--- src/common/ebt_pkg.sv ---
// package: register map, field layout, reset values and types of the 8-bit timer
package ebt_pkg;
	// register byte offsets
	localparam logic [7:0] OFF_CTRL  = 8'h00;
	localparam logic [7:0] OFF_COUNT = 8'h04;
	localparam logic [7:0] OFF_CMP   = 8'h08;
	localparam logic [7:0] OFF_STAT  = 8'h0C;
	localparam logic [7:0] OFF_PORT  = 8'h10;
	// waveform_control field positions
	localparam int CTL_FORCE   = 7;
	localparam int CTL_MODE_LO = 6;
	localparam int CTL_ACT_HI  = 5;
	localparam int CTL_ACT_LO  = 4;
	localparam int CTL_MODE_HI = 3;
	localparam int CTL_CS_HI   = 2;
	// status and port control field positions
	localparam int STAT_OVF  = 0;
	localparam int STAT_CMP  = 1;
	localparam int PORT_DIR  = 0;
	localparam int PORT_DATA = 1;
	// reset values
	localparam logic [7:0] CTRL_RST  = 8'h00;
	localparam logic [7:0] COUNT_RST = 8'h00;
	localparam logic [7:0] CMP_RST   = 8'h00;
	localparam logic [1:0] STAT_RST  = 2'h0;
	localparam logic [1:0] PORT_RST  = 2'h0;
	// counter limits
	localparam logic [7:0] TOP_MAX = 8'hFF;
	localparam logic [7:0] BOTTOM  = 8'h00;
	// prescaler taps, as bit counts of the divider
	localparam int PRE_W      = 10;
	localparam int DIV8_BITS  = 3;
	localparam int DIV32_BITS = 5;
	localparam int DIV64_BITS = 6;
	localparam int DIV128_BITS = 7;
	localparam int DIV256_BITS = 8;
	localparam int DIV1K_BITS = 10;

	typedef enum logic [1:0] {
		MODE_NORMAL = 2'b00,
		MODE_PHASE  = 2'b01,
		MODE_CLEAR  = 2'b10,
		MODE_FAST   = 2'b11
	} ebt_mode_t;

	typedef enum logic {
		BUS_IDLE = 1'b0,
		BUS_ACK  = 1'b1
	} ebt_bus_st_t;

	typedef struct packed {
		logic        psel;
		logic        penable;
		logic        pwrite;
		logic [7:0]  paddr;
		logic [31:0] pwdata;
	} ebt_apb_req_t;

	typedef struct packed {
		logic [31:0] prdata;
		logic        pready;
		logic        pslverr;
	} ebt_apb_rsp_t;

	typedef struct packed {
		logic out;
		logic oe;
	} ebt_pin_t;
endpackage : ebt_pkg

--- src/core/ebt_timer.sv ---
// 8-bit timer with one compare channel, waveform unit and APB registers
`timescale 1ns/10ps
module ebt_timer (
	input  wire logic                  ref_clk,
	input  wire logic                  sys_rst,
	input  wire ebt_pkg::ebt_apb_req_t apb_req,
	output      ebt_pkg::ebt_apb_rsp_t apb_rsp,
	output      ebt_pkg::ebt_pin_t     pin
);
	import ebt_pkg::*;

	// register file state
	logic [7:0]   ctrl_q;
	logic [7:0]   ctrl_d;
	logic [7:0]   cmp_buf_q;
	logic [7:0]   cmp_buf_d;
	logic [1:0]   stat_q;
	logic [1:0]   stat_d;
	logic [1:0]   port_q;
	logic [1:0]   port_d;
	ebt_bus_st_t  bus_q;
	ebt_bus_st_t  bus_d;
	ebt_apb_rsp_t rsp_q;
	ebt_apb_rsp_t rsp_d;

	// counter and waveform state
	logic [7:0]   cnt_q;
	logic [7:0]   cnt_d;
	logic [7:0]   cmp_act_q;
	logic [7:0]   cmp_act_d;
	logic         down_q;
	logic         down_d;
	logic         oc_q;
	logic         oc_d;
	logic         block_q;
	logic         block_d;
	ebt_pin_t     pin_q;
	ebt_pin_t     pin_d;

	// decoded controls and events
	logic         timer_tick;
	ebt_mode_t    wave_mode_select;
	logic [1:0]   compare_output_action;
	logic [1:0]   new_action;
	logic         pwm;
	logic         access;
	logic         wr_go;
	logic         wr_ctrl;
	logic         wr_cnt;
	logic         wr_cmp;
	logic         wr_stat;
	logic         wr_port;
	logic         hit;
	logic [31:0]  rdata;
	logic         force_go;
	logic         match;
	logic         at_top;
	logic         ovf_ev;
	logic         cmp_ev;
	logic [7:0]   cmp_next;

	// non-PWM compare action on the output latch
	function automatic logic act_nonpwm(input logic cur, input logic [1:0] a);
		logic r;
		r = cur;
		case (a)
			2'b01: r = ~cur;
			2'b10: r = 1'b0;
			2'b11: r = 1'b1;
			default: r = cur;
		endcase
		return r;
	endfunction : act_nonpwm

	// tick source
	ebt_prescaler #(
		.PRE_W(PRE_W)
	) u_prescaler (
		.ref_clk              (ref_clk),
		.sys_rst              (sys_rst),
		.clock_prescale_select(ctrl_q[CTL_CS_HI:0]),
		.timer_tick           (timer_tick)
	);

	// field decode and bus strobes
	assign wave_mode_select = ebt_mode_t'({ctrl_q[CTL_MODE_HI], ctrl_q[CTL_MODE_LO]});
	assign compare_output_action = ctrl_q[CTL_ACT_HI:CTL_ACT_LO];
	assign new_action = apb_req.pwdata[CTL_ACT_HI:CTL_ACT_LO];
	assign pwm = ctrl_q[CTL_MODE_LO];
	assign access = apb_req.psel & apb_req.penable;
	assign wr_go = access & rsp_q.pready & apb_req.pwrite;
	assign wr_ctrl = wr_go && apb_req.paddr == OFF_CTRL;
	assign wr_cnt = wr_go && apb_req.paddr == OFF_COUNT;
	assign wr_cmp = wr_go && apb_req.paddr == OFF_CMP;
	assign wr_stat = wr_go && apb_req.paddr == OFF_STAT;
	assign wr_port = wr_go && apb_req.paddr == OFF_PORT;
	// strobe only counts when the written mode is non-PWM
	assign force_go = wr_ctrl & apb_req.pwdata[CTL_FORCE]
		& ~apb_req.pwdata[CTL_MODE_LO];
	// compare value including this cycle's bus write, kept out of the bus process
	assign cmp_next = wr_cmp ? apb_req.pwdata[7:0] : cmp_buf_q;

	// read mux and address decode
	always_comb begin
		hit = 1'b1;
		rdata = 32'h0000_0000;
		case (apb_req.paddr)
			OFF_CTRL: rdata = {24'h00_0000, 1'b0, ctrl_q[6:0]};
			OFF_COUNT: rdata = {24'h00_0000, cnt_q};
			OFF_CMP: rdata = {24'h00_0000, cmp_buf_q};
			OFF_STAT: rdata = {30'h0000_0000, stat_q};
			OFF_PORT: rdata = {30'h0000_0000, port_q};
			default: hit = 1'b0;
		endcase
	end

	// APB slave and register writes
	always_comb begin
		bus_d = bus_q;
		rsp_d = rsp_q;
		ctrl_d = ctrl_q;
		cmp_buf_d = cmp_buf_q;
		port_d = port_q;
		stat_d = stat_q;
		case (bus_q)
			BUS_IDLE: begin
				if (access) begin
					bus_d = BUS_ACK;
					rsp_d.pready = 1'b1;
					rsp_d.pslverr = ~hit;
					rsp_d.prdata = rdata;
				end
			end
			BUS_ACK: begin
				bus_d = BUS_IDLE;
				rsp_d.pready = 1'b0;
				rsp_d.pslverr = 1'b0;
			end
			default: begin
				bus_d = BUS_IDLE;
				rsp_d.pready = 1'b0;
			end
		endcase
		if (wr_ctrl) begin
			ctrl_d = {1'b0, apb_req.pwdata[6:0]};
		end
		if (wr_cmp) begin
			cmp_buf_d = apb_req.pwdata[7:0];
		end
		if (wr_port) begin
			port_d = apb_req.pwdata[1:0];
		end
		// write one clears, a new event in the same cycle wins
		if (wr_stat) begin
			stat_d = stat_q & ~apb_req.pwdata[1:0];
		end
		if (ovf_ev) begin
			stat_d[STAT_OVF] = 1'b1;
		end
		if (cmp_ev) begin
			stat_d[STAT_CMP] = 1'b1;
		end
	end

	always_ff @(posedge ref_clk) begin
		if (sys_rst) begin
			bus_q     <= BUS_IDLE;
			rsp_q     <= '0;
			ctrl_q    <= CTRL_RST;
			cmp_buf_q <= CMP_RST;
			port_q    <= PORT_RST;
			stat_q    <= STAT_RST;
		end else begin
			bus_q     <= bus_d;
			rsp_q     <= rsp_d;
			ctrl_q    <= ctrl_d;
			cmp_buf_q <= cmp_buf_d;
			port_q    <= port_d;
			stat_q    <= stat_d;
		end
	end

	// counter, compare and waveform unit
	always_comb begin
		cnt_d = cnt_q;
		down_d = down_q;
		oc_d = oc_q;
		block_d = block_q;
		cmp_act_d = cmp_act_q;
		match = 1'b0;
		at_top = 1'b0;
		ovf_ev = 1'b0;
		cmp_ev = 1'b0;
		// compare writes land at once outside PWM
		if (!pwm) begin
			cmp_act_d = cmp_next;
		end
		if (timer_tick) begin
			block_d = 1'b0;
			match = cnt_q == cmp_act_q && !block_q;
			cmp_ev = match;
			case (wave_mode_select)
				MODE_NORMAL: begin
					cnt_d = cnt_q + 8'h01;
					ovf_ev = cnt_q == TOP_MAX;
					if (match) begin
						oc_d = act_nonpwm(oc_q, compare_output_action);
					end
				end
				MODE_CLEAR: begin
					// top is the compare value
					cnt_d = match ? BOTTOM : cnt_q + 8'h01;
					ovf_ev = cnt_q == TOP_MAX;
					if (match) begin
						oc_d = act_nonpwm(oc_q, compare_output_action);
					end
				end
				MODE_FAST: begin
					cnt_d = cnt_q + 8'h01;
					at_top = cnt_q == TOP_MAX;
					ovf_ev = at_top;
					if (match && compare_output_action[1] && cmp_act_q != TOP_MAX) begin
						oc_d = compare_output_action[0];
					end
					if (at_top) begin
						cmp_act_d = cmp_next;
						if (compare_output_action[1]) begin
							oc_d = ~compare_output_action[0];
						end
					end
				end
				MODE_PHASE: begin
					at_top = !down_q && cnt_q == TOP_MAX;
					if (at_top) begin
						down_d = 1'b1;
						cnt_d = cnt_q - 8'h01;
					end else if (down_q && cnt_q == BOTTOM) begin
						down_d = 1'b0;
						cnt_d = cnt_q + 8'h01;
						ovf_ev = 1'b1;
					end else if (down_q) begin
						cnt_d = cnt_q - 8'h01;
					end else begin
						cnt_d = cnt_q + 8'h01;
					end
					if (match && compare_output_action[1] && cmp_act_q != TOP_MAX) begin
						oc_d = down_q ? ~compare_output_action[0]
							: compare_output_action[0];
					end
					if (at_top) begin
						cmp_act_d = cmp_next;
						if (compare_output_action[1] && cmp_act_q == TOP_MAX) begin
							oc_d = ~compare_output_action[0];
						end
					end
				end
				default: cnt_d = cnt_q;
			endcase
			if (wave_mode_select != MODE_PHASE) begin
				down_d = 1'b0;
			end
		end
		// forced compare: pin only, no flag, no clear
		if (force_go) begin
			oc_d = act_nonpwm(oc_q, new_action);
		end
		// a software count write wins and masks the next match
		if (wr_cnt) begin
			cnt_d = apb_req.pwdata[7:0];
			block_d = 1'b1;
		end
	end

	// compare output takes the pin data over any nonzero action, the driver enable stays with port control
	always_comb begin
		pin_d.out = compare_output_action != 2'b00 ? oc_q : port_q[PORT_DATA];
		pin_d.oe = port_q[PORT_DIR];
	end

	always_ff @(posedge ref_clk) begin
		if (sys_rst) begin
			cnt_q     <= COUNT_RST;
			cmp_act_q <= CMP_RST;
			down_q    <= 1'b0;
			oc_q      <= 1'b0;
			block_q   <= 1'b0;
			pin_q     <= '0;
		end else begin
			cnt_q     <= cnt_d;
			cmp_act_q <= cmp_act_d;
			down_q    <= down_d;
			oc_q      <= oc_d;
			block_q   <= block_d;
			pin_q     <= pin_d;
		end
	end

	assign apb_rsp = rsp_q;
	assign pin = pin_q;
endmodule : ebt_timer

--- src/core/ebt_prescaler.sv ---
// prescaler: free-running divider giving the selected timer tick enable
`timescale 1ns/10ps
module ebt_prescaler #(
	parameter int PRE_W = 10
)(
	input  wire logic       ref_clk,
	input  wire logic       sys_rst,
	input  wire logic [2:0] clock_prescale_select,
	output      logic       timer_tick
);
	import ebt_pkg::*;

	logic [PRE_W-1:0] div_q;
	logic [PRE_W-1:0] div_d;
	logic             tick_q;
	logic             tick_d;

	// divider count and tap selection
	always_comb begin
		div_d = div_q + {{(PRE_W-1){1'b0}}, 1'b1};
		case (clock_prescale_select)
			3'h0: tick_d = 1'b0;
			3'h1: tick_d = 1'b1;
			3'h2: tick_d = &div_q[DIV8_BITS-1:0];
			3'h3: tick_d = &div_q[DIV32_BITS-1:0];
			3'h4: tick_d = &div_q[DIV64_BITS-1:0];
			3'h5: tick_d = &div_q[DIV128_BITS-1:0];
			3'h6: tick_d = &div_q[DIV256_BITS-1:0];
			3'h7: tick_d = &div_q[DIV1K_BITS-1:0];
			default: tick_d = 1'b0;
		endcase
	end

	// register the divider and the tick
	always_ff @(posedge ref_clk) begin
		if (sys_rst) begin
			div_q  <= '0;
			tick_q <= 1'b0;
		end else begin
			div_q  <= div_d;
			tick_q <= tick_d;
		end
	end

	assign timer_tick = tick_q;
endmodule : ebt_prescaler

--- config.mk ---
export PLATFORM = sky130hd
export DESIGN_NAME = ebt_timer
export DESIGN_NICKNAME = d
export VERILOG_FILES = /design/src/common/ebt_pkg.sv /design/src/core/ebt_timer.sv /design/src/core/ebt_prescaler.sv
export SDC_FILE = /design/constraint.sdc
export NUM_CORES = 1
export LEC_CHECK = 0
export BUFFER_PORTS_ARGS = -buffer_cell sky130_fd_sc_hd__buf_2
export CORE_MARGIN = 2
export CORE_UTILIZATION = 32
export CTS_BUF_LIST = sky130_fd_sc_hd__clkbuf_8
export DETAILED_ROUTE_END_ITERATION = 12
export GPL_ROUTABILITY_DRIVEN = 0
export SYNTH_ARGS = -nofsm -noshare
export SYNTH_HDL_FRONTEND = slang
export SYNTH_HIERARCHICAL = 1
export SYNTH_SLANG_ARGS = --single-unit
--- constraint.sdc ---
create_clock -name ref_clk -period 2.5 [get_ports ref_clk]
set_input_delay 0.625 -clock ref_clk [delete_from_list [all_inputs] [get_ports ref_clk]]
set_output_delay 0.625 -clock ref_clk [all_outputs]
set_load 0.01 [all_outputs]
Yosys cells after proc, flatten, opt, wreduce, memory -nomap -nowiden

Index checks and enable logic that the tools add are counted.

Bits of input ports: 45
Bits in registers: 62

Add/sub/neg operators: 3
Eq/ne operators: 29
Muxes and demuxes: 48
Reductions and logical operators: 37
Bitwise logic cells: 12

Operator list:

| operator                                                               | number |
|---|---|
| 8-bit two-way mux                                                      | 11 |
| 8-bit one-hot mux with 5 select lines                                  | 1 |
| 1-bit two-way mux                                                      | 25 |
| 8-bit one-hot mux with 3 select lines                                  | 1 |
| 8-bit by 4-bit equality test with 1-bit output (second input constant) | 2 |
| 8-bit equality test (second input constant)                            | 2 |
| 8-bit zero test                                                        | 2 |
| 8-bit one-hot mux with 2 select lines                                  | 1 |
| 2-bit equality test (second input constant)                            | 6 |
| 3-bit equality test (second input constant)                            | 4 |
| 2-bit nonzero test                                                     | 6 |
| 1-bit logical AND                                                      | 11 |
| 10-bit by 1-bit adder with 10-bit output (second input constant)       | 1 |
| 10-bit AND reduction                                                   | 1 |
| 1-bit one-hot mux with 3 select lines                                  | 3 |
| 8-bit by 1-bit adder with 8-bit output (second input constant)         | 1 |
| 8-bit by 3-bit equality test with 1-bit output (second input constant) | 1 |
| 8-bit by 5-bit equality test with 1-bit output (second input constant) | 1 |
| 8-bit equality test                                                    | 1 |
| 8-bit inequality test (second input constant)                          | 1 |
| 1-bit one-hot mux with 8 select lines                                  | 1 |
| 8-bit AND reduction                                                    | 1 |
| 8-bit by 1-bit subtractor with 8-bit output (second input constant)    | 1 |
| 7-bit AND reduction                                                    | 1 |
| other kinds (27)                                                       | 43 |

Logic depth before layout (Yosys ltp)

Gate-level depths: netlist of the first run.

Depth after elaboration: 10
Mapped depth: 10

By module

The synthesis of the first run kept the hierarchy.

By module, submodules not included:

| module        | sequential area each (µm²) | instances | cells an instance | area an instance (µm²) |
|---|---|---|---|---|
| ebt_timer     | 1,021.0                    | 1         | 429               | 3,331.9 |
| ebt_prescaler | 220.2                      | 1         | 56                | 514.2 |

Least setup slack after synthesis of the first run

Ideal clock, no wire load.

Path type: input to register
Start point: input apb_req[33] (netlist name)
End point: register cnt_q[4]
Required time: 2.442 ns
Cell stages on the path: 7
Library setup time: 0.058 ns
Slack: 0.283 ns
Data arrival time: 2.159 ns
Cell sequence: or4_4 > nor4_4 > and2_1 > buf_4 > nand2_1 > a221oi_2 > a21o_1

Word-level cells in the longest chain between the ends: 3
Elaborated cells on any way between the ends: 4
Classes of those cells: eq/ne: 1; mux: 1; reduce/logical: 2

Ends and longest elaborated chain:

| item                                                           | line             | source |
|---|---|---|
| from (decl)                                                    | ebt_timer.sv:6   | `input wire ebt_pkg::ebt_apb_req_t apb_req,` |
| 8-bit by 3-bit equality test with 1-bit output (*)             | ebt_timer.sv:93  | `assign wr_cnt = wr_go && apb_req.paddr == OFF_COUNT;` |
| 1-bit logical AND (*)                                          | ebt_timer.sv:93  |  |
| 8-bit two-way mux / 2-bit nonzero test (equally long branches) | --               |  |
| to (signal assigned)                                           | ebt_timer.sv:289 | `cnt_q <= cnt_d;` |
| to (decl)                                                      | ebt_timer.sv:27  | `logic [7:0] cnt_q;` |

Every way passes the cells marked *; elsewhere a longest branch is shown, timed or not.
A chain may end at the register's enable or synchronous reset.

Worst setup path after layout of the first run

Start point: register cnt_q[0]
End point: register oc_q

Word-level cells in the longest chain between the ends: 10
Elaborated cells on any way between the ends: 17
Classes of those cells: eq/ne: 3; mux: 9; reduce/logical: 5

Ends and longest elaborated chain:

| item                                  | line                               | source |
|---|---|---|
| 8-bit equality test                   | ebt_timer.sv:200                   | `match = cnt_q == cmp_act_q && !block_q;` |
| 1-bit logical AND                     | ebt_timer.sv:200                   |  |
| 1-bit logical AND (2 in a row)        | ebt_timer.sv:222, ebt_timer.sv:246 |  |
| 1-bit two-way mux (on tied branches)  | ebt_timer.sv:246, ebt_timer.sv:222 |  |
| 1-bit two-way mux (on tied branches)  | ebt_timer.sv:252, ebt_timer.sv:227 |  |
| 1-bit two-way mux (on tied branches)  | ebt_timer.sv:250, ebt_timer.sv:225 |  |
| 1-bit one-hot mux with 3 select lines | ebt_timer.sv:202                   | `case (wave_mode_select)` |
| 1-bit two-way mux                     | ebt_timer.sv:198                   | `if (timer_tick) begin` |
| 1-bit two-way mux                     | ebt_timer.sv:264                   | `if (force_go) begin` |
| to (signal assigned)                  | ebt_timer.sv:285                   | `oc_q <= 1'b0;` |
| to (signal assigned)                  | ebt_timer.sv:292                   | `oc_q <= oc_d;` |
| to (decl)                             | ebt_timer.sv:33                    | `logic oc_q;` |

Several ways; a longest one is shown, not always the timed one. The select of a mux whose other input is x is not followed.

==> summary.txt, run 1 <==
Die Ht - 114 um
Starting Density - 0.324
P_int - 0.00151 W
Iter 0 DRT Violations - 227
R2R depth - 9
Worst Hold Depth - 2
Synth Register Bits - 62
Skew final - 0.00687 ns
Post-route ant nets - 0
Avg Cell Area, Syn - 7.93 um^2
Share of layout cells above drive strength 1 - 0.183
Via density - 5.22
Initial antenna violation count - 0
Max-cap violations - 0
Fmax - 435 MHz
Class of the worst hold path - register to register
CP Cell Sequence - ha_1 > nand3_2 > buf_4 > or3_1 > nor4_1 > nor3_1 > a21boi_0 > o211a_1 > o32ai_1
Worst path max stage delay - 0.47 ns
Hold endpoint - apb_rsp[7]
Io pins - 81
Synth cell types - 64
Fin crit period - 2.30 ns
Ant. Diodes - 0
All-Layer GR Usage - 0.158
RSZ-0062 raised after global routing - false
Post-synth EDFFs - 0
Row count - 40
R2R Setup Slk - 0.20 ns
Critical path class - register to register
WL final - 9830 um
Clock transition at path regs - 0.07 ns
Largest net degree at the start of global routing - 31
Leak pwr - 1.72 nW
1st-pass router iterations - 7
Grt total ovfl - 0
Fin. Hold Viols - 0
Post-cts repair resize count - 0
Slew @ Worst Pin - 0.653 ns
Final period utilization - 0.919
Async S/R FF share, synth - 0
Worst Path Buf+Inv - 1
Area delta synth->final - 13.8%
First-pass GRT wire length - 16400 um
Primary FF master, synth - dfxtp_1
Pre-CTS WS - -0.0435 ns
DRC Markers - 0
Clock Tree Buf Depth - 2
Die area - 12900 um^2
Die width - 114 um
CP arrival - 2.55 ns
CTS tree - built
Critical path's slowest cell - dfxtp_1
Hold Crit Start - apb_rsp[7]
Post-Syn Instances - 485
Seq/Total Area, Yosys - 0.323
Worst slew margin - 0.563
Dpl hpwl - 7430 um
Worst R2R End - oc_q
P_sw - 0.000494 W
Share of total power in the clock network - 0.442
Final-stage net count - 582
Number of global-route vias before repair - 3309
Power per standard cell area - 459 nW/um^2
CTS root buffer - clkbuf_8
CP required - 2.75 ns
Port buffer count - 32
Worst Setup Slack, final - 0.201 ns
Cts bufs inserted - 9
Status - finished, final reports clean
Net Sw Frac - 0.246
Worst IR Drop VDD - 0.253 mV
Most frequent cells in the layout - 62 x nor2_1, 62 x dfxtp_1, 50 x nand2_1
H-tree depth - 3
R2R Path Start - cnt_q[0]
Pwr Total - 0.00201 W
Crit Path Max Fanout - 6
Delay-heaviest family, CP - simple AND/OR/NAND/NOR gates
Final Max Slew Viols - 0
Comb power frac - 0.059
Setup violations, final - 0
Total setup buffers inserted after CTS - 0
Worst Setup Start Kind - register
Via count - 3537
Core area - 11900 um^2
Skew-Pair Late Insertion Delay - 0.34 ns
# hold bufs at CTS - 0
Crit end category - register
WL/cell - 14.5 um
Syn Std Cell Area - 3850 um^2
Syn. warnings - 6
Num Clock Sinks - 62
Fin Setup TNS - 0 ns
Reg power frac - 0.500
[synthesized netlist by cell type, types with 5 or more instances]
library cell | instances | area, um^2
dfxtp_1 | 62 | 1240
nor2_1 | 62 | 233
nand2_1 | 50 | 188
a21oi_1 | 44 | 220
buf_4 | 28 | 210
nand3_1 | 20 | 100
mux2i_1 | 17 | 170
nor3_1 | 17 | 85.1
o21ai_0 | 15 | 75.1
inv_1 | 14 | 52.6
xnor2_1 | 14 | 123
clkbuf_1 | 13 | 48.8
ha_1 | 11 | 138
nand4_1 | 9 | 56.3
buf_2 | 8 | 40.0
nor2b_1 | 8 | 50.1
xor2_1 | 7 | 61.3
o31ai_1 | 5 | 37.5
[flip-flops by register name (all words and copies together), names as in the netlist]
register,flops
block_q,1
u_prescaler/timer_tick,1
oc_q,1
cmp_act_q,8
down_q,1
cnt_q,8
cmp_buf_q,8
bus_q,1
pin,2
ctrl_q,7
u_prescaler/div_q,10
apb_rsp,10
stat_q,2
port_q,2
[stage by stage]
stage	utilization	std cells	hold slack, ns	area (um^2)
final	0.369	677	0.456	4380
after global routing	0.369	677	0.480	4380
after CTS	0.369	677	0.460	4370
after detailed placement	0.352	662	0.449	4180
after global placement	0.352	662	0.448	4180
after floorplan	-	508	0.440	3930
[power groups by stage]
stage	registers [W]	clock network (W)	logic [W]
3_3_place_gp	0.00103	0	0.000115
3_5_place_dp	0.00103	0	0.000116
6_report	0.00100	0.000887	0.000117
2_1_floorplan	0.00103	0	0.0000926
4_1_cts	0.00100	0.000909	0.000116
5_1_grt	0.00100	0.000955	0.000130
[worst max-delay path by stage]
stage,start,to,slack (ns),cells past startpoint
2_1_floorplan,apb_req[33],cnt_q[4],0.28,7
3_3_place_gp,apb_req[33],oc_q,-0.02,9
3_5_place_dp,apb_req[33],cmp_act_q[5],-0.04,9
4_1_cts,cnt_q[0],cnt_q[7],0.14,8
5_1_grt,cnt_q[0],cnt_q[4],0.07,9
6_report,cnt_q[0],oc_q,0.20,9
[metal layers]
layer	routed length [um]	global-route usage	up-vias
li1	-	-	1738
met1	4450	0.209	1675
met2	4700	0.260	109
met3	476	0.0228	15
met4	206	0.0675	0
met5	0	0	-
[cell type report]
| class | count | area [um^2] |
|---|---|---|
| fill | 1230 | 7480 |
| inverter | 14 | 52.6 |
| clock inverter | 5 | 58.8 |
| tap | 147 | 184 |
| multi-input combinational | 379 | 2320 |
| clock buffer | 10 | 138 |
| timing repair buffer | 60 | 383 |
| sequential | 62 | 1240 |
[tightest hold or removal path, stage by stage (launching register included)]
cell and delay [ns]:
dfxtp_1 0.31, nand2_1 0.05, a21oi_1 0.05
[cell families after synthesis]
| group | synth area share |
|---|---|
| DFF | 0.323 |
| xor gates and xnor gates | 0.0478 |
| and+or+nand+nor | 0.267 |
| other | 0.000975 |
| AOI/OAI and AO/OA | 0.166 |
| buffers and inverters | 0.0973 |
| muxes | 0.0628 |
| adders and majority gates | 0.0358 |
Note: power is estimated with default switching activity, not from simulation.
==> inputs of run 2 (changes only) <==
==> constraint.sdc (replaced) <==
create_clock -name ref_clk -period 2.1 [get_ports ref_clk]
set_input_delay 0.525 -clock ref_clk [delete_from_list [all_inputs] [get_ports ref_clk]]
set_output_delay 0.525 -clock ref_clk [all_outputs]
set_load 0.01 [all_outputs]
==> run 2 against run 1 <==
Compared with the run above: total power rose by 17%; register-to-register slack worse by 0.15 ns; cell count rose by 6.1%; cell area rose by 10%; sequential cell count is the same; critical endpoint is now cmp_act_q[1]; non-clock buffer count increased by 40; die area is the same; sequential share of layout area decreased by 2.4 points; first-iteration DRC count decreased by 12%; clock power grew 12%.
==> summary.txt, run 2 (synthesis results as in run 1) <==
Core area - 11900 um^2 (unchanged)
Largest net degree at the start of global routing - 42 (was 31)
Clock transition at path regs - 0.07 ns (about the same)
Skew final - 0.0115 ns (was 0.00687 ns)
Clock Tree Buf Depth - 2 (unchanged)
Power per standard cell area - 486 nW/um^2 (was 459 nW/um^2)
H-tree depth - 3 (unchanged)
Starting Density - 0.324 (unchanged)
Die width - 114 um (unchanged)
Final Max Slew Viols - 0 (unchanged)
Max-cap violations - 0 (unchanged)
Die area - 12900 um^2 (unchanged)
Crit Path Max Fanout - 8 (was 6)
Row count - 40 (unchanged)
Cts bufs inserted - 9 (unchanged)
Leak pwr - 1.95 nW (was 1.72 nW)
Num Clock Sinks - 62 (unchanged)
Placed insts - 699 (was 662)
Commonest non-fill, non-tap cell in the layout - buf_4
Grt total ovfl - 0 (unchanged)
CTS tree - built (unchanged)
DRC Markers - 0 (unchanged)
Class of the worst hold path - register to register (unchanged)
Met3 global-route usage - 0.0266 (was 0.0228)
Fin. Hold Viols - 0 (unchanged)
Worst Setup Start Kind - input port (was register)
Ant. Diodes - 0 (unchanged)
Final period utilization - 0.975
Pwr Total - 0.00234 W (was 0.00201 W)
All-Layer GR Usage - 0.168 (was 0.158)
RSZ-0062 raised after global routing - true (was false)
Worst slew margin - 0.572 (was 0.563)
Fmax - 489 MHz
Worst IR Drop VDD - 0.256 mV (was 0.253 mV)
Met2 usage - 0.288 (was 0.260)
Critical path class - input port to register (was register to register)
Io pins - 81 (unchanged)
CTS root buffer - clkbuf_8 (unchanged)
CP arrival - 2.26 ns (was 2.55 ns)
Via count - 3651 (was 3537)
Post-route ant nets - 0 (unchanged)
Port buffer count - 32 (unchanged)
Number of global-route vias before repair - 3547 (was 3309)
Fin crit period - 2.05 ns
Met1 Use GR - 0.212 (was 0.209)
Placed Area - 4470 um^2 (was 4180 um^2)
Die Ht - 114 um (unchanged)
Fin area - 4820 um^2 (was 4380 um^2)
Most frequent cells in the layout - 66 x buf_4, 62 x nor2_1, 56 x dfxtp_1 (was 62 x nor2_1, 62 x dfxtp_1, 50 x nand2_1)
WHS - 0.452 ns (was 0.456 ns)
Final-stage net count - 622 (was 582)
1st-pass router iterations - 5 (was 7)
CP required - 2.31 ns (was 2.75 ns)
Layout Cells excl Fill - 718 (was 677)
Crit end category - register (unchanged)
Area delta synth->final - 25.2% (was 13.8%)
Initial antenna violation count - 0 (unchanged)
Final core utilization - 0.406 (was 0.369)
WL/cell - 14.8 um (was 14.5 um)
Via density - 5.08 (was 5.22)
Dpl hpwl - 8030 um (was 7430 um)
Status - finished, final reports clean (unchanged)
Most Crowded Layer GR - met2 (unchanged)
# hold bufs at CTS - 0 (unchanged)
Share of layout cells above drive strength 1 - 0.280 (was 0.183)
Slew @ Worst Pin - 0.641 ns (was 0.653 ns)
First-pass GRT wire length - 17200 um (was 16400 um)
Iter 0 DRT Violations - 200 (was 227)
Skew-Pair Late Insertion Delay - 0.35 ns (was 0.34 ns)
WL final - 10700 um (was 9830 um)
Setup violations, final - 0 (unchanged)
==> run 2: path summary, 6_finish.rpt <==
check / slack, ns / depth (start not counted) / endpoint / start
worst max-delay path: 0.05 / 9 / cmp_act_q[1] / apb_req[38]
worst max register to register: 0.05 / 10 / cnt_q[3] / cnt_q[1]
worst min register to register: 0.45 / 2 / apb_rsp[9] / apb_rsp[9]
worst min-delay path: 0.45 / 2 / apb_rsp[9] / apb_rsp[9]
==> run 2: metal layers <==
| metal | wire [um] | share of wire | up-vias |
|---|---|---|---|
| li1 | - | - | 1822 |
| met1 | 4850 | 0.46 | 1735 |
| met2 | 5200 | 0.49 | 81 |
| met3 | 405 | 0.038 | 13 |
| met4 | 191 | 0.018 | 0 |
| met5 | 0 | 0 | - |
==> run 2: repair_timing <==
item	4_1_cts	5_1_grt
setup buffers	0	4
pin swaps	1	15
setup endpoints to repair	11	16
gates resized for setup	5	33
==> run 2: area by class of cell <==
class | instances | area [um^2]
fill | 1179 | 7040
clock inverter | 5 | 35.0
timing repair buffer | 100 | 693
clock buffer | 11 | 151
sequential | 62 | 1250
inverter | 14 | 52.6
multi-input combinational | 379 | 2450
tap | 147 | 184
==> run 2: per-stage QoR <==
| stage | setup WS (ns) | TNS [ns] |
|---|---|---|
| floorplan | -0.0168 | -0.0210 |
| global placement | -0.385 | -8.43 |
| detailed placement | -0.419 | -9.27 |
| CTS | 0.00535 | 0 |
| global route | -0.0576 | -0.204 |
| finish | 0.0532 | 0 |
==> run 2: critical path: stages <==
cell and delay, ns:
buf_6 0.09, or4_4 0.57, nor4_4 0.30, buf_4 0.20, nand2_8 0.10, mux2i_1 0.22, nor2_1 0.07, a21oi_1 0.13
nor2_1 0.05
==> run 2: report_power, final <==
| part | switching, W | internal, W |
|---|---|---|
| clock network | 0.000502 | 0.000490 |
| registers | 0.00000896 | 0.00118 |
| logic | 0.000103 | 0.0000509 |
==> inputs of run 3 (changes only) <==
--- a/config.mk
+++ b/config.mk
@@ -8,7 +8,6 @@
 export BUFFER_PORTS_ARGS = -buffer_cell sky130_fd_sc_hd__buf_2
 export CORE_MARGIN = 2
 export CORE_UTILIZATION = 32
-export CTS_BUF_LIST = sky130_fd_sc_hd__clkbuf_8
 export DETAILED_ROUTE_END_ITERATION = 12
 export GPL_ROUTABILITY_DRIVEN = 0
 export SYNTH_ARGS = -nofsm -noshare
==> run 3 against run 2 <==
Compared with the run above: combinational power about the same; sequential share of layout area down 0.51 points; critical endpoint is now cnt_q[5]; hold slack worse by 0.0020 ns; die area unchanged; sequential power about the same.
==> summary.txt, run 3 (synthesis results as in run 1) <==
CTS root buffer - clkbuf_16 (was clkbuf_8)
First-pass GRT wire length - 17200 um (about the same)
P_sw - 0.000654 W (was 0.000614 W)
Net Sw Frac - 0.237 (was 0.262)
Ant. Diodes - 0 (unchanged)
Post-route ant nets - 0 (unchanged)
Share of layout cells above drive strength 1 - 0.275 (was 0.280)
Die width - 114 um (unchanged)
Num Clock Sinks - 62 (unchanged)
H-tree depth - 3 (unchanged)
Die Ht - 114 um (unchanged)
Sequential cell area - 1250 um^2 (about the same)
DRC Markers - 0 (unchanged)
Cts bufs inserted - 9 (unchanged)
Clock transition at path regs - 0.06 ns (was 0.07 ns)
CP required - 2.32 ns (was 2.31 ns)
Share of total power in the clock network - 0.511 (was 0.424)
Area delta synth->final - 27.5% (was 25.2%)
Critical path class - register to register (was input port to register)
Via density - 5.07 (was 5.08)
1st-pass router iterations - 5 (unchanged)
Final Max Slew Viols - 0 (unchanged)
Iter 0 DRT Violations - 202 (was 200)
Class of the worst hold path - register to register (unchanged)
Clock Tree Buf Depth - 2 (unchanged)
Fin area - 4900 um^2 (was 4820 um^2)
Via count - 3657 (was 3651)
Starting Density - 0.324 (unchanged)
Skew final - 0.00506 ns (was 0.0115 ns)
CP arrival - 2.25 ns (was 2.26 ns)
Largest net degree at the start of global routing - 42 (unchanged)
Final period utilization - 0.967 (was 0.975)
Leak pwr - 2.02 nW (was 1.95 nW)
Initial antenna violation count - 0 (unchanged)
CTS tree - built (unchanged)
WL/cell - 14.8 um (about the same)
Worst IR Drop VDD - 0.376 mV (was 0.256 mV)
Fin. Hold Viols - 0 (unchanged)
WL final - 10600 um (was 10700 um)
Worst Setup Start Kind - register (was input port)
Crit end category - register (unchanged)
Final-stage net count - 625 (was 622)
Die area - 12900 um^2 (unchanged)
Final core utilization - 0.414 (was 0.406)
Io pins - 81 (unchanged)
# hold bufs at CTS - 0 (unchanged)
RSZ-0062 raised after global routing - true (unchanged)
All-Layer GR Usage - 0.167 (was 0.168)
Port buffer count - 32 (unchanged)
Worst slew margin - 0.611 (was 0.572)
Area taken by multi-input logic gates - 2410 um^2 (was 2450 um^2)
Dpl hpwl - 8030 um (unchanged)
Skew-Pair Late Insertion Delay - 0.33 ns (was 0.35 ns)
Fin Setup TNS - 0 ns (unchanged)
Fmax - 492 MHz (was 489 MHz)
Number of global-route vias before repair - 3541 (was 3547)
Crit Path Max Fanout - 5 (was 8)
Status - finished, final reports clean (unchanged)
Comb power frac - 0.055 (was 0.066)
Max-cap violations - 0 (unchanged)
Commonest non-fill, non-tap cell in the layout - buf_4 (unchanged)
Reg power frac - 0.434 (was 0.510)
Power per standard cell area - 562 nW/um^2 (was 486 nW/um^2)
P_int - 0.00210 W (was 0.00173 W)
Grt total ovfl - 0 (unchanged)
Core area - 11900 um^2 (unchanged)
Setup violations, final - 0 (unchanged)
Most frequent cells in the layout - 69 x buf_4, 62 x nor2_1, 56 x dfxtp_1 (was 66 x buf_4, 62 x nor2_1, 56 x dfxtp_1)
Row count - 40 (unchanged)
Placed Area - 4470 um^2 (unchanged)
Slew @ Worst Pin - 0.583 ns (was 0.641 ns)
Fin crit period - 2.03 ns (was 2.05 ns)
Fill count - 1161 (was 1179)
run 3: what timing repair did:
item / CTS / global route
setup endpoints to repair: 14 / 16
buffers inserted: 2 / 4
resized for setup: 5 / 24
pin swaps: 1 / 9
run 3: through the flow:
step | hold WS [ns] | power [W] | instances | worst slack, ns
CTS | 0.452 | 0.00278 | 717 | 0.00624
finish | 0.450 | 0.00276 | 721 | 0.0694
detailed placement | 0.444 | 0.00137 | 699 | -0.419
global route | 0.474 | 0.00284 | 721 | -0.0239
floorplan | 0.440 | 0.00133 | 508 | -0.0168
global placement | 0.443 | 0.00137 | 699 | -0.385
run 3: power by group through the flow:
| stage | clock network [W] | registers [W] | logic [W] |
|---|---|---|---|
| 3_5_place_dp | 0 | 0.00122 | 0.000147 |
| 5_1_grt | 0.00148 | 0.00120 | 0.000165 |
| 6_report | 0.00141 | 0.00120 | 0.000152 |
| 3_3_place_gp | 0 | 0.00122 | 0.000145 |
| 4_1_cts | 0.00143 | 0.00120 | 0.000148 |
| 2_1_floorplan | 0 | 0.00122 | 0.000110 |
run 3: metal layers:
| layer | global-route usage | wire length, um | share of wire | up-vias |
|---|---|---|---|---|
| met5 | 0 | 0 | 0 | - |
| met1 | 0.214 | 4760 | 0.45 | 1722 |
| met3 | 0.0324 | 540 | 0.051 | 11 |
| li1 | - | - | - | 1828 |
| met4 | 0.0504 | 130 | 0.012 | 0 |
| met2 | 0.284 | 5210 | 0.49 | 96 |
run 3: path summary, 6_finish.rpt:
path,from,endpoint,slack [ns],depth (start not counted)
hold / removal,apb_rsp[9],apb_rsp[9],0.45,2
setup / recovery,cnt_q[1],cnt_q[5],0.07,10
setup reg to reg,cnt_q[1],cnt_q[5],0.07,10
hold reg to reg,apb_rsp[9],apb_rsp[9],0.45,2
run 3: worst max-delay path, stage by stage, from the launching register on:
cell and delay, ns:
dfxtp_2 0.32, buf_4 0.14, xnor2_1 0.14, nand4_1 0.13, buf_4 0.17, nor4b_4 0.23
buf_4 0.19, nand2b_4 0.16, nand2b_1 0.11, o211ai_1 0.11, a22o_1 0.22
run 3: cell type report:
type,count,share of cell area
multi-input cells,379,0.492
clock buffers,12,0.0523
well taps,147,0.0375
inverters,14,0.0107
clock inverters,4,0.00638
flip-flops and latches,62,0.255
repair buffers,103,0.146
